File: config.mk
export PLATFORM = sky130hd
export DESIGN_NAME = swb_regs
export DESIGN_NICKNAME = d
export VERILOG_FILES = /design/src/swb_pkg.sv /design/src/swb_flag_latch.sv /design/src/swb_parity.sv /design/src/swb_regs.sv
export VERILOG_INCLUDE_DIRS = /design/src /design/src/src
export SDC_FILE = /design/constraint.sdc
export NUM_CORES = 1
export LEC_CHECK = 0
export ABC_CLOCK_PERIOD_IN_PS = 4500
export BUFFER_PORTS_ARGS = -buffer_cell sky130_fd_sc_hd__buf_2
export CAP_MARGIN = 20
export CORE_MARGIN = 5
export CORE_UTILIZATION = 51
export DETAILED_ROUTE_END_ITERATION = 10
export PLACE_DENSITY = 0.79
export SLEW_MARGIN = 20
export SYNTH_ARGS = -nofsm -noshare
export SYNTH_HDL_FRONTEND = slang
export SYNTH_HIERARCHICAL = 1
export SYNTH_SLANG_ARGS = --single-unit
File: constraint.sdc
create_clock -name clk_sys_in -period 4.5 [get_ports clk_sys_in]
set_input_delay 0.675 -clock clk_sys_in [delete_from_list [all_inputs] [get_ports clk_sys_in]]
set_output_delay 0.675 -clock clk_sys_in [all_outputs]
set_load 0.01 [all_outputs]
File: src/swb_cfg.svh
// Offsets, field positions and reset patterns of the watchdog and bus control bank
`ifndef SWB_CFG_SVH
`define SWB_CFG_SVH
`define SWB_ADDR_HW 7'h02
`define SWB_ADDR_WD 7'h03
`define SWB_ADDR_BUS 7'h04
`define SWB_ADDR_PEAK 7'h05
`define SWB_HW_POR 8'h00
`define SWB_HW_SOFT_KEEP 8'h88
`define SWB_HW_RESTART_KEEP 8'hd9
`define SWB_HW_WMASK 8'hfb
`define SWB_HW_VSEL_BIT 7
`define SWB_HW_FO_BIT 5
`define SWB_HW_LS_BIT 3
`define SWB_WD_RST 8'h14
`define SWB_WD_RESTART_KEEP 8'hb0
`define SWB_WD_RESTART_SET 8'h04
`define SWB_WD_WMASK 8'hf7
`define SWB_WD_STOPDIS_BIT 6
`define SWB_WD_TYPE_BIT 5
`define SWB_WD_BUSWAKE_BIT 4
`define SWB_BUS_RST 8'h00
`define SWB_BUS_WMASK 8'h03
`define SWB_BUS_FAILSAFE 8'h01
`define SWB_PEAK_RST 8'h00
`define SWB_PEAK_WMASK 8'h20
`define SWB_PEAK_RESTART_KEEP 8'h20
`define SWB_PEAK_BIT 5
`define SWB_EXT_WAKE_FAILSAFE 8'h07
`define SWB_EXT_WAKE_KEEP 8'ha0
`endif

File: src/swb_pkg.sv
// Types shared by the watchdog and bus control bank
package swb_pkg;
    typedef enum logic [3:0]
    {
        SWB_MODE_INIT = 4'h1,
        SWB_MODE_NORMAL = 4'h2,
        SWB_MODE_STOP = 4'h4,
        SWB_MODE_OTHER = 4'h8
    } swb_mode_t;

    typedef struct packed
    {
        logic wr;
        logic rd;
        logic [6:0] addr;
        logic [7:0] wdata;
    } swb_acc_t;

    typedef struct packed
    {
        logic soft_reset;
        logic restart_entry;
        logic failsafe_entry;
        logic failure_set;
        logic failure_clear;
        logic bus_wake;
        logic status_event;
        logic wake_event;
    } swb_evt_t;

    typedef struct packed
    {
        logic wd_run;
        logic wd_long_window;
        logic wd_type_select;
        logic [2:0] wd_period_select;
        logic [1:0] can_mode;
        logic supply_peak_threshold_select;
        logic aux_reg_voltage_select;
        logic aux_reg_load_share;
    } swb_ctl_t;

    typedef struct packed
    {
        logic [7:0] hw;
        logic [7:0] wd;
        logic [7:0] bus;
        logic [7:0] peak;
        logic fo;
        logic wd_run;
        logic long_win;
        logic [7:0] rdata;
        logic spi_fail;
        logic int_p;
        logic ewf;
    } swb_state_t;

    typedef struct packed
    {
        logic q;
    } swb_flag_t;
endpackage

File: src/swb_flag_latch.sv
// Sticky flag where a set in the same cycle as a clear wins
`timescale 1ns/1ns
module swb_flag_latch
(
    input wire logic clk_sys_in,
    input wire logic rst_in,
    input wire logic set_in,
    input wire logic clr_in,
    output logic q_out
);
    import swb_pkg::*;
    swb_flag_t st;
    swb_flag_t next_st;

    always_comb
    begin
        next_st = st;
        if (set_in)
        begin
            next_st.q = 1'b1;
        end
        else if (clr_in)
        begin
            next_st.q = 1'b0;
        end
    end

    always_ff @(posedge clk_sys_in)
    begin
        if (rst_in)
        begin
            st <= '0;
        end
        else
        begin
            st <= next_st;
        end
    end

    assign q_out = st.q;
endmodule

File: src/swb_parity.sv
// Odd-parity detector over a word
`timescale 1ns/1ns
module swb_parity
#(
    parameter int WIDTH = 8
)
(
    input wire logic [WIDTH-1:0] data_in,
    output logic odd_out
);
    logic [WIDTH-1:0] chain;

    if (WIDTH < 2)
    begin : g_bad
        $error("swb_parity needs at least two bits");
    end

    assign chain[0] = data_in[0];
    for (genvar i = 1; i < WIDTH; i++)
    begin : g_xor
        assign chain[i] = chain[i-1] ^ data_in[i];
    end
    assign odd_out = chain[WIDTH-1];
endmodule

File: src/swb_regs.sv
// Watchdog, bus transceiver, peak threshold and supply control registers
`timescale 1ns/1ns
`include "swb_cfg.svh"
module swb_regs
(
    input wire logic clk_sys_in,
    input wire logic rst_in,
    input wire swb_pkg::swb_mode_t sbc_mode_in,
    input wire swb_pkg::swb_acc_t acc_in,
    input wire swb_pkg::swb_evt_t evt_in,
    input wire logic [1:0] restart_can_mode_in,
    input wire logic int_global_in,
    output logic [7:0] spi_rdata_out,
    output logic spi_fail_out,
    output logic int_out,
    output logic failure_outputs_out,
    output logic ext_wake_force_out,
    output swb_pkg::swb_ctl_t ctl_out
);
    import swb_pkg::*;

    swb_state_t st;
    swb_state_t next_st;
    logic fail_q;
    logic wake_hold_q;
    logic wd_odd;
    logic in_stop;
    logic peak_ok;
    logic any_evt;

    assign in_stop = (sbc_mode_in == SWB_MODE_STOP);
    assign peak_ok = (sbc_mode_in == SWB_MODE_INIT) || (sbc_mode_in == SWB_MODE_NORMAL);
    assign any_evt = evt_in.soft_reset || evt_in.restart_entry || evt_in.failsafe_entry;

    // Failure flag set by a detected failure, released only by its own clear
    swb_flag_latch u_fail
    (
        .clk_sys_in(clk_sys_in),
        .rst_in(rst_in),
        .set_in(evt_in.failure_set),
        .clr_in(evt_in.failure_clear),
        .q_out(fail_q)
    );

    // Remembers a bus wake seen in stop until stop is left
    swb_flag_latch u_wake
    (
        .clk_sys_in(clk_sys_in),
        .rst_in(rst_in),
        .set_in(evt_in.bus_wake && in_stop),
        .clr_in(!in_stop),
        .q_out(wake_hold_q)
    );

    swb_parity #(.WIDTH(8)) u_par
    (
        .data_in(acc_in.wdata),
        .odd_out(wd_odd)
    );

    always_comb
    begin
        next_st = st;
        next_st.spi_fail = 1'b0;
        next_st.ewf = 1'b0;
        next_st.long_win = 1'b0;
        if (evt_in.soft_reset)
        begin
            next_st.hw = st.hw & `SWB_HW_SOFT_KEEP;
            next_st.wd = `SWB_WD_RST;
            next_st.bus = `SWB_BUS_RST;
            next_st.peak = `SWB_PEAK_RST;
        end
        else if (evt_in.restart_entry)
        begin
            next_st.hw = st.hw & `SWB_HW_RESTART_KEEP;
            next_st.wd = (st.wd & `SWB_WD_RESTART_KEEP) | `SWB_WD_RESTART_SET;
            next_st.bus = {6'h00, restart_can_mode_in};
            next_st.peak = st.peak & `SWB_PEAK_RESTART_KEEP;
        end
        else if (evt_in.failsafe_entry)
        begin
            next_st.bus = `SWB_BUS_FAILSAFE;
            next_st.ewf = 1'b1;
        end
        else if (acc_in.wr)
        begin
            unique case (acc_in.addr)
                `SWB_ADDR_HW:
                begin
                    next_st.hw = acc_in.wdata & `SWB_HW_WMASK;
                end
                `SWB_ADDR_WD:
                begin
                    // Odd parity is refused whole so a corrupt period never lands
                    if (wd_odd)
                    begin
                        next_st.spi_fail = 1'b1;
                    end
                    else
                    begin
                        next_st.wd = acc_in.wdata & `SWB_WD_WMASK;
                    end
                end
                `SWB_ADDR_BUS:
                begin
                    next_st.bus = acc_in.wdata & `SWB_BUS_WMASK;
                end
                `SWB_ADDR_PEAK:
                begin
                    // Refused silently outside init and normal
                    if (peak_ok)
                    begin
                        next_st.peak = acc_in.wdata & `SWB_PEAK_WMASK;
                    end
                end
                default:
                begin
                    next_st.spi_fail = 1'b0;
                end
            endcase
        end
        // Failure outputs lag the failure flag by one cycle, the flag coming through its own latch
        next_st.fo = next_st.hw[`SWB_HW_FO_BIT] | fail_q;
        if (!in_stop)
        begin
            next_st.wd_run = 1'b1;
        end
        else if (wake_hold_q)
        begin
            next_st.wd_run = st.wd[`SWB_WD_BUSWAKE_BIT];
        end
        else
        begin
            next_st.wd_run = !st.wd[`SWB_WD_STOPDIS_BIT];
        end
        next_st.long_win = evt_in.bus_wake && in_stop
            && st.wd[`SWB_WD_BUSWAKE_BIT];
        next_st.int_p = evt_in.wake_event
            || (int_global_in && (evt_in.status_event || next_st.spi_fail));
        if (acc_in.rd || acc_in.wr)
        begin
            unique case (acc_in.addr)
                `SWB_ADDR_HW: next_st.rdata = st.hw;
                `SWB_ADDR_WD: next_st.rdata = st.wd;
                `SWB_ADDR_BUS: next_st.rdata = st.bus;
                `SWB_ADDR_PEAK: next_st.rdata = st.peak;
                default: next_st.rdata = 8'h00;
            endcase
        end
    end

    always_ff @(posedge clk_sys_in)
    begin
        if (rst_in)
        begin
            st <= '0;
            st.hw <= `SWB_HW_POR;
            st.wd <= `SWB_WD_RST;
            st.bus <= `SWB_BUS_RST;
            st.peak <= `SWB_PEAK_RST;
            st.wd_run <= 1'b1;
        end
        else
        begin
            st <= next_st;
        end
    end

    assign spi_rdata_out = st.rdata;
    assign spi_fail_out = st.spi_fail;
    assign int_out = st.int_p;
    assign failure_outputs_out = st.fo;
    assign ext_wake_force_out = st.ewf;
    assign ctl_out.wd_run = st.wd_run;
    assign ctl_out.wd_long_window = st.long_win;
    assign ctl_out.wd_type_select = st.wd[`SWB_WD_TYPE_BIT];
    assign ctl_out.wd_period_select = st.wd[2:0];
    assign ctl_out.can_mode = st.bus[1:0];
    assign ctl_out.supply_peak_threshold_select = st.peak[`SWB_PEAK_BIT];
    assign ctl_out.aux_reg_voltage_select = st.hw[`SWB_HW_VSEL_BIT];
    assign ctl_out.aux_reg_load_share = st.hw[`SWB_HW_LS_BIT];
endmodule

; Word-level counts from Yosys, hierarchy flattened
; Index checks and enable logic that the tools add are counted.
; Widths: inputs -> output; s select.
[classes]
n_addsub = 0
n_mul = 0
div_mod_pow = 0
n_lt_le_gt_ge = 0
n_eq_ne = 8
n_shift = 0
muxes = 25
bitwise_logic = 13
reduce_logical = 21
[ops]
columns = operator, n
row1 = $mux 30, 3
row2 = $mux 8, 5
row3 = $pmux 8 s4, 1
row4 = $reduce_and 5->1, 3
row5 = $eq 7x2->1 const B, 2
row6 = $eq 7x3->1 const B, 2
row7 = $mux 14, 1
row8 = $mux 1, 12
row9 = $mux 6, 2
row10 = $reduce_and 4->1, 2
row11 = $xor 1x1->1, 7
row12 = $reduce_bool 3->1, 2
row13 = $not 1->1, 5
row14 = $eq 4x1->1 const B, 1
row15 = $eq 4x2->1 const B, 1
row16 = $eq 4x3->1 const B, 1
row17 = $logic_or 1x1->1, 4
row18 = $reduce_or 2->1, 2
row19 = $logic_and 1x1->1, 3
row20 = $reduce_and 3->1, 1
row21 = $reduce_or 3->1, 1
row22 = $mux 2, 1
row23 = $ne 2x1->1 const B, 1
row24 = $reduce_and 2->1, 1
row25 = 3 further kinds, 3
[word_totals]
regBits = 33
latchBits = 0
mem_bits_rw = 0
mem_bits_ro = 0
inputBits = 34
out_inout_bits = 23
elab_cells = 84
memories = 0

; Logic depth before layout (Yosys ltp)
; Gate-level depths: netlist of the first run.
[logic_depth]
word_depth = 16
depth_mapped = 6
depth_no_buf = 6

; Cells and area by module
; Netlist of the first run, hierarchy kept.
[modules_own_cells]
columns = module, instances, cells_per_inst, area_per_inst_um2, seq_area_each_um2
row1 = swb_regs, 1, 185, 1727.9, 620.6
row2 = swb_flag_latch, 2, 4, 38.8, 20.0
row3 = swb_parity, 1, 7, 61.3, 0.0

; Least setup slack after synthesis of the first run
; OpenSTA, ideal clock, no wires.
[synth_path]
path_kind = input port to flip-flop
from = in acc_in[7] in the netlist's numbering
to = reg st (netlist bit ctl_out[7])
setup_ns = 0.128
arrival_time_ns = 1.810
required_time_ns = 4.372
setup_slack_ns = 2.561
stages = 6
n_path_buf = 0
path_cell_list = xor2_1 xnor2_1 xnor2_1 nor4bb_1 nand3_1 mux2i_1
[synth_via]
elab_chain_len = 3
[synth_lines]
columns = element, line_no
row1 = "start, declared", swb_regs.sv:9  ; input wire swb_pkg::swb_acc_t acc_in,
row2 = $xor 1x1->1, swb_parity.sv:21  ; assign chain[i] = chain[i-1] ^ data_in[i];
row3 = named net wd_odd, swb_regs.sv:26  ; logic wd_odd;
row4 = $not 1->1 (no source line), n/a
row5 = $reduce_and 4->1 (no source line), n/a
row6 = "end signal, assigned", swb_regs.sv:166  ; st <= next_st;
row7 = "end, declared", swb_regs.sv:22  ; swb_state_t st;
; The timed path passes the listed nets, and every way through them passes these cells.
; A chain may end at the register's enable or synchronous reset.

; Final worst setup path of the first run
[layout_path]
from = in acc_in[5] in the netlist's numbering
to = reg st (netlist bit ctl_out[7])
[layout_via]
elab_chain_len = 5
[layout_lines]
columns = element, line_no
row1 = $xor 1x1->1 (3 in a row), swb_parity.sv:21
row2 = named net wd_odd, swb_regs.sv:26
row3 = $not 1->1 (no source line), n/a
row4 = $reduce_and 4->1 (no source line), n/a
; The timed path passes the listed nets, and every way through them passes these cells.

==> results of run 1 <==
==> logic make-up after synthesis <==
group                  after synthesis  share of synthesized area [%]
AND/OR/NAND/NOR                     77                           25.9
buffers and inverters               35                           12.5
flip-flops                          33                           35.4
AO/OA/AOI/OAI                       27                           11.4
multiplexers                        19                           10.6
XOR/XNOR                             9                           4.22
==> routing by layer <==
| metal | up-vias | wire length (um) | part of all wire [%] |
|---|---|---|---|
| met4 | 0 | 76 | 1.8 |
| li1 | 771 | - | - |
| met2 | 52 | 1950 | 46 |
| met3 | 5 | 297 | 7.0 |
| met1 | 733 | 1940 | 45 |
| met5 | - | 0 | 0 |
==> synth_stat cells, drive strengths merged (2+ instances only) <==
master  instances
nor3            3
nand2b          3
nor3b           3
a22o            3
xnor2           6
buf            26
xor2            3
clkbuf          3
nor4b           3
nor2            9
inv             6
nor4bb          3
nor2b           2
a22oi           2
a211oi          2
nand2          24
nand4           7
or3b            2
nand3           5
mux2i          13
nor4            3
dfxtp          33
and2            2
mux2            6
o41ai           4
nand3b          2
o21ai           3
and3b           2
a21oi           6
==> worst max-delay path, stage by stage <==
cell and delay [ns]:
buf_2 0.12, xnor2_1 0.21, xnor2_1 0.17, xnor2_1 0.12
nor4bb_1 0.41, nand3_1 0.30, mux2i_1 0.19
==> through the flow <==
step	instance area (sq um)	worst slack (ns)
after floorplan	1870	2.56
after global placement	2000	2.23
after detailed placement	2000	2.20
after CTS	2080	2.51
after global routing	2080	2.35
final	2080	2.48
==> placed cells by master, fill, tap and decap left out, types with 3 or more instances in the layout <==
cell and count:
a21oi_1 4, a22o_1 3, buf_2 56, clkbuf_8 5, dfxtp_1 33, inv_1 6, mux2_2 6, mux2i_1 13
nand2_1 24, nand2b_1 3, nand3_1 5, nand4_1 7, nor2_1 8, nor4bb_1 3, o41ai_1 4, xnor2_1 6
xor2_1 3
==> cell type report <==
type	count	area, sq um	area share, %
well taps	48	60.1	2.88
clock inverters	3	17.5	0.841
multi-input cells	132	973	46.7
flip-flops and latches	33	661	31.7
inverters	6	22.5	1.08
clock buffers	5	68.8	3.30
repair buffers	56	280	13.5
==> registers in the layout, summed over array words and instances (netlist names) <==
register             count
ctl_out                 11
ext_wake_force_out       1
failure_outputs_out      1
int_out                  1
spi_fail_out             1
spi_rdata_out            8
st                       8
u_fail/q_out             1
u_wake/q_out             1
==> power by group <==
part | switching [mW] | total (mW) | internal, mW
clock network | 0.112 | 0.219 | 0.107
logic | 0.0447 | 0.0767 | 0.0320
registers | 0.00133 | 0.296 | 0.295
total | 0.158 | 0.592 | 0.433
==> worst paths after layout <==
path                            startpoint                       endpoint  slack (ns)
max                              acc_in[5]        ctl_out[7]$_SDFFE_PP1P_        2.48
min          spi_rdata_out[2]$_SDFFE_PP0P_  spi_rdata_out[2]$_SDFFE_PP0P_        0.45
min reg2reg  spi_rdata_out[2]$_SDFFE_PP0P_  spi_rdata_out[2]$_SDFFE_PP0P_        0.45
max reg2reg        ctl_out[8]$_SDFFE_PP0P_  spi_rdata_out[5]$_SDFFE_PP0P_        3.43
==> metrics.cfg, run 1 <==
[sta]
hold_viol=0
worst_hold_slack_ns=0.451
rsz0062_at_grt=false
fin_skew_ns=0.00654
setup_viol=0
tightest_slew_ns=0.878
period_share_pct=44.9
relSlewSlack_pct=41.2
layout_min_cycle_time_ns=2.02
clock.fmax_mhz=495
setup-tns-final_ns=0
slew_violations=0

[drt]
detail_route.vias_per_cell=5.52
routed_wl_um=4270
drc=0
dr_total_vias=1561
drt_pass1_iterations=4
ant_nets=0
drt-initial-drc-count=71
wl_per_cell_um=15.1

[layout]
nets=268
post-route-util_pct=57.8
syn_to_final_growth_pct=11.6
final_cells=283
diodes=0
nFillCells=335
drive_above_1_share_pct=35.7

[grt]
grt_util_all_layers_pct=17.8
grt_pass1_vias=1436
antenna_found_initial=0
grtUsageMet2_pct=27.3
grt_overflow=0
grt_use_met1_pct=23.1
grt.busiest_layer=met2
grt_max_degree=25
use_met3_pct=5.76
grt_pass1_wl_um=7020

[cts]
cts_resized=0
cts_buffer_depth=2
cts_hold_buf=0
path_clk_slew_ns=0.07
cts-root-buf=clkbuf_8
clkSinkCount=33
cts_made_buffers=5
cts_setup_buffers=0
clk_latency_ns=0.29
cts_tree=built
htreeDepth=2

[logic_synthesis]
synthCells=200
synthTopCellsByArea=dfxtp_1, buf_4, mux2i_1, nand2_1, mux2_2
ys_warn_count=6
syn_nets=234
ys_types=49
synth-async-reset-ratio_pct=0
ys_ff_latch=33
seq_area_frac_synth_pct=35.4
avgSynthCellArea_sq_um=9.33
synth_edf_count=0
syn_area_sq_um=1870
ys.flop_type=dfxtp_1
synth_top_area_share_pct=35.4
yosysTopAreaCell=dfxtp_1

[placement]
portBuffers=56
globalplace.congestion=0.899
dp.cells=275
dp_hpwl_um=3250

[critical_path]
cp-start-kind=input port
crit_type=in -> reg
rr_worst_depth=3
worst_setup_path_end_kind=register
crit_fanout=4
cp.arrival_ns=2.19
required_ns=4.67

[power]
power.density_nw_per_um2=284
peakVddDrop_mv=0.132
finalPower_mw=0.592
leakage_nw=0.908

[run]
maxCapViolations=0

[outcome]
status=finished, final reports clean

[hold_path]
hp-class=reg -> reg
hold_depth=2

[floorplan]
initial_utilization_pct=51.8
core_area_sq_um=3610
rows=22
ios=57
die_y_um=70.5
die_x_um=70.5
die_area_sq_um=4970

No activity file was read; power rests on OpenSTA's default activity.
==> run 2: changes to the inputs <==
- ABC_CLOCK_PERIOD_IN_PS: 4500 -> 1800
- CORE_UTILIZATION: 51 -> 46
- PLACE_DENSITY: 0.79 -> 0.76
- clock period: 4.5 -> 1.8 ns (I/O delays scaled with it)
==> metrics.cfg, run 2 (synthesized netlist as in run 1, its figures left out) <==
[outcome]
status=finished, final reports clean

[grt]
grt_pass1_vias=1561
grt_pass1_wl_um=7670
grt_max_degree=15
antenna_found_initial=0
grt_overflow=0
grt_util_all_layers_pct=18.5

[drt]
detail_route.vias_per_cell=5.55
wl_per_cell_um=15.9
routed_wl_um=4670
drc=0
dr_total_vias=1632
drt-initial-drc-count=83
drt_pass1_iterations=4
ant_nets=0

[power]
p_sw_mw=0.399
power.density_nw_per_um2=768
internal-power_mw=1.28
leakage_nw=0.968
power_frac_comb_pct=12.7
peakVddDrop_mv=0.255
switching_share_pct=23.8
seq_power_share_pct=44.1
power_frac_clock_pct=43.2

[sta]
relSlewSlack_pct=36.7
setup_viol=0
rsz0062_at_grt=false
period_share_pct=93.4
tightest_slew_ns=0.946
fin_skew_ns=0.00839
clock.fmax_mhz=595
hold_viol=0
layout_min_cycle_time_ns=1.68
slew_violations=0
worst_hold_slack_ns=0.220

[layout]
stdcell_area_sq_um=2180
diodes=0
syn_to_final_growth_pct=17.0
final_common_cell=buf_2
largest_reg_flops=11
post-route-util_pct=55.0
final_cell_mix=buf_2, dfxtp_1, nand2_1, mux2i_1, buf_4
drive_above_1_share_pct=37.7
nets=277
nFillCells=380

[critical_path]
crit_fanout=4
cp_num_buf_inv=1
cpPeakStageDelay_ns=0.39
cp.arrival_ns=1.84
critPathLaunch=acc_in[7]
cp-endpoint=ctl_out[7]$_SDFFE_PP1P_
worst_setup_path_end_kind=register
crit_family=simple AND/OR/NAND/NOR gates
path_cells=buf_2 -> xor2_1 -> xnor2_1 -> xnor2_1 -> nor4bb_1 -> nand3_1 -> mux2i_1
cp-start-kind=input port
cpMostUsedCell=xnor2_1
r2r_setup_slack_ns=0.74
crit_type=in -> reg
cp.depth=7
r2r_end=spi_rdata_out[5]$_SDFFE_PP0P_
rr_worst_depth=3
required_ns=1.96
r2r-start=ctl_out[8]$_SDFFE_PP0P_
cp_slowest_cell=nor4bb_1

[cts]
cts_resized=0
clkSinkCount=33
cts_buffer_depth=2
htreeDepth=2
cts_setup_buffers=0
cts_tree=built
path_clk_slew_ns=0.07
cts_hold_buf=0
clk_latency_ns=0.29
cts-root-buf=clkbuf_8
cts_made_buffers=5

[floorplan]
ios=57
die_area_sq_um=5430
rows=23
die_y_um=73.7
die_x_um=73.7
core_area_sq_um=3970
initial_utilization_pct=47.0

[placement]
portBuffers=56
dp_hpwl_um=3560
place_area_sq_um=2070
globalplace.congestion=0.929

[run]
maxCapViolations=0

[hold_path]
hp-class=in -> reg

-- run 2: cell types whose count changed in the layout (fill, tap and decap cells not counted), sizes merged --
cell / before / now
clkinvlp: 1 / 0
buf: 56 / 65
bufinv: 0 / 1
clkbuf: 5 / 7
clkinv: 2 / 0
-- run 2: how the worst min path moves through the flow --
stage,cells past startpoint,endpoint,from
after global routing,3,u_fail/q_out$_SDFFE_PP0P_,evt_in[4]
after detailed placement,2,st[38]$_SDFFE_PP0P_,st[38]$_SDFFE_PP0P_
after global placement,2,spi_rdata_out[2]$_SDFFE_PP0P_,spi_rdata_out[2]$_SDFFE_PP0P_
after floorplan,1,u_fail/q_out$_SDFFE_PP0P_,rst_in
after CTS,3,u_fail/q_out$_SDFFE_PP0P_,evt_in[4]
final,3,u_fail/q_out$_SDFFE_PP0P_,evt_in[4]
-- run 2: worst reg2reg max path: stages (launching register included) --
cell and delay [ns]:
dfxtp_1 0.33, mux2_2 0.29, a221oi_1 0.25, a211oi_1 0.08
-- run 2: metrics by stage --
step           total power, mW  setup TNS [ns]  instances  setup WS, ns
2_1_floorplan            0.880               0        200         0.266
3_3_place_gp             0.958               0        286       0.00103
3_5_place_dp             0.961          -0.172        286       -0.0531
4_1_cts                   1.68               0        294         0.159
5_1_grt                   1.74               0        294        0.0559
6_report                  1.68               0        294         0.118
-- run 2: cell type report --
cell class	count	area, sq um	share of cell area, %
Clock buffer	7	86.3	3.95
Sequential cell	33	661	30.3
Multi-Input combinational cell	132	973	44.6
Inverter	6	22.5	1.03
Clock inverter	1	30.0	1.38
Timing Repair Buffer	65	348	15.9
Tap cell	50	62.6	2.87
-- run 2: power groups by stage --
stage | Combinational (mW) | Sequential [mW] | Clock [mW]
final | 0.212 | 0.740 | 0.725
after global routing | 0.227 | 0.741 | 0.769
after CTS | 0.209 | 0.741 | 0.733
after detailed placement | 0.204 | 0.757 | 0
after global placement | 0.201 | 0.757 | 0
after floorplan | 0.121 | 0.758 | 0
-- run 2: routing by layer --
layer / part of all wire (%) / GRT usage [%] / up-vias
li1: - / - / 785
met1: 43 / 23.9 / 780
met2: 47 / 28.8 / 58
met3: 7.4 / 5.06 / 9
met4: 1.9 / 7.65 / 0
met5: 0 / 0 / -
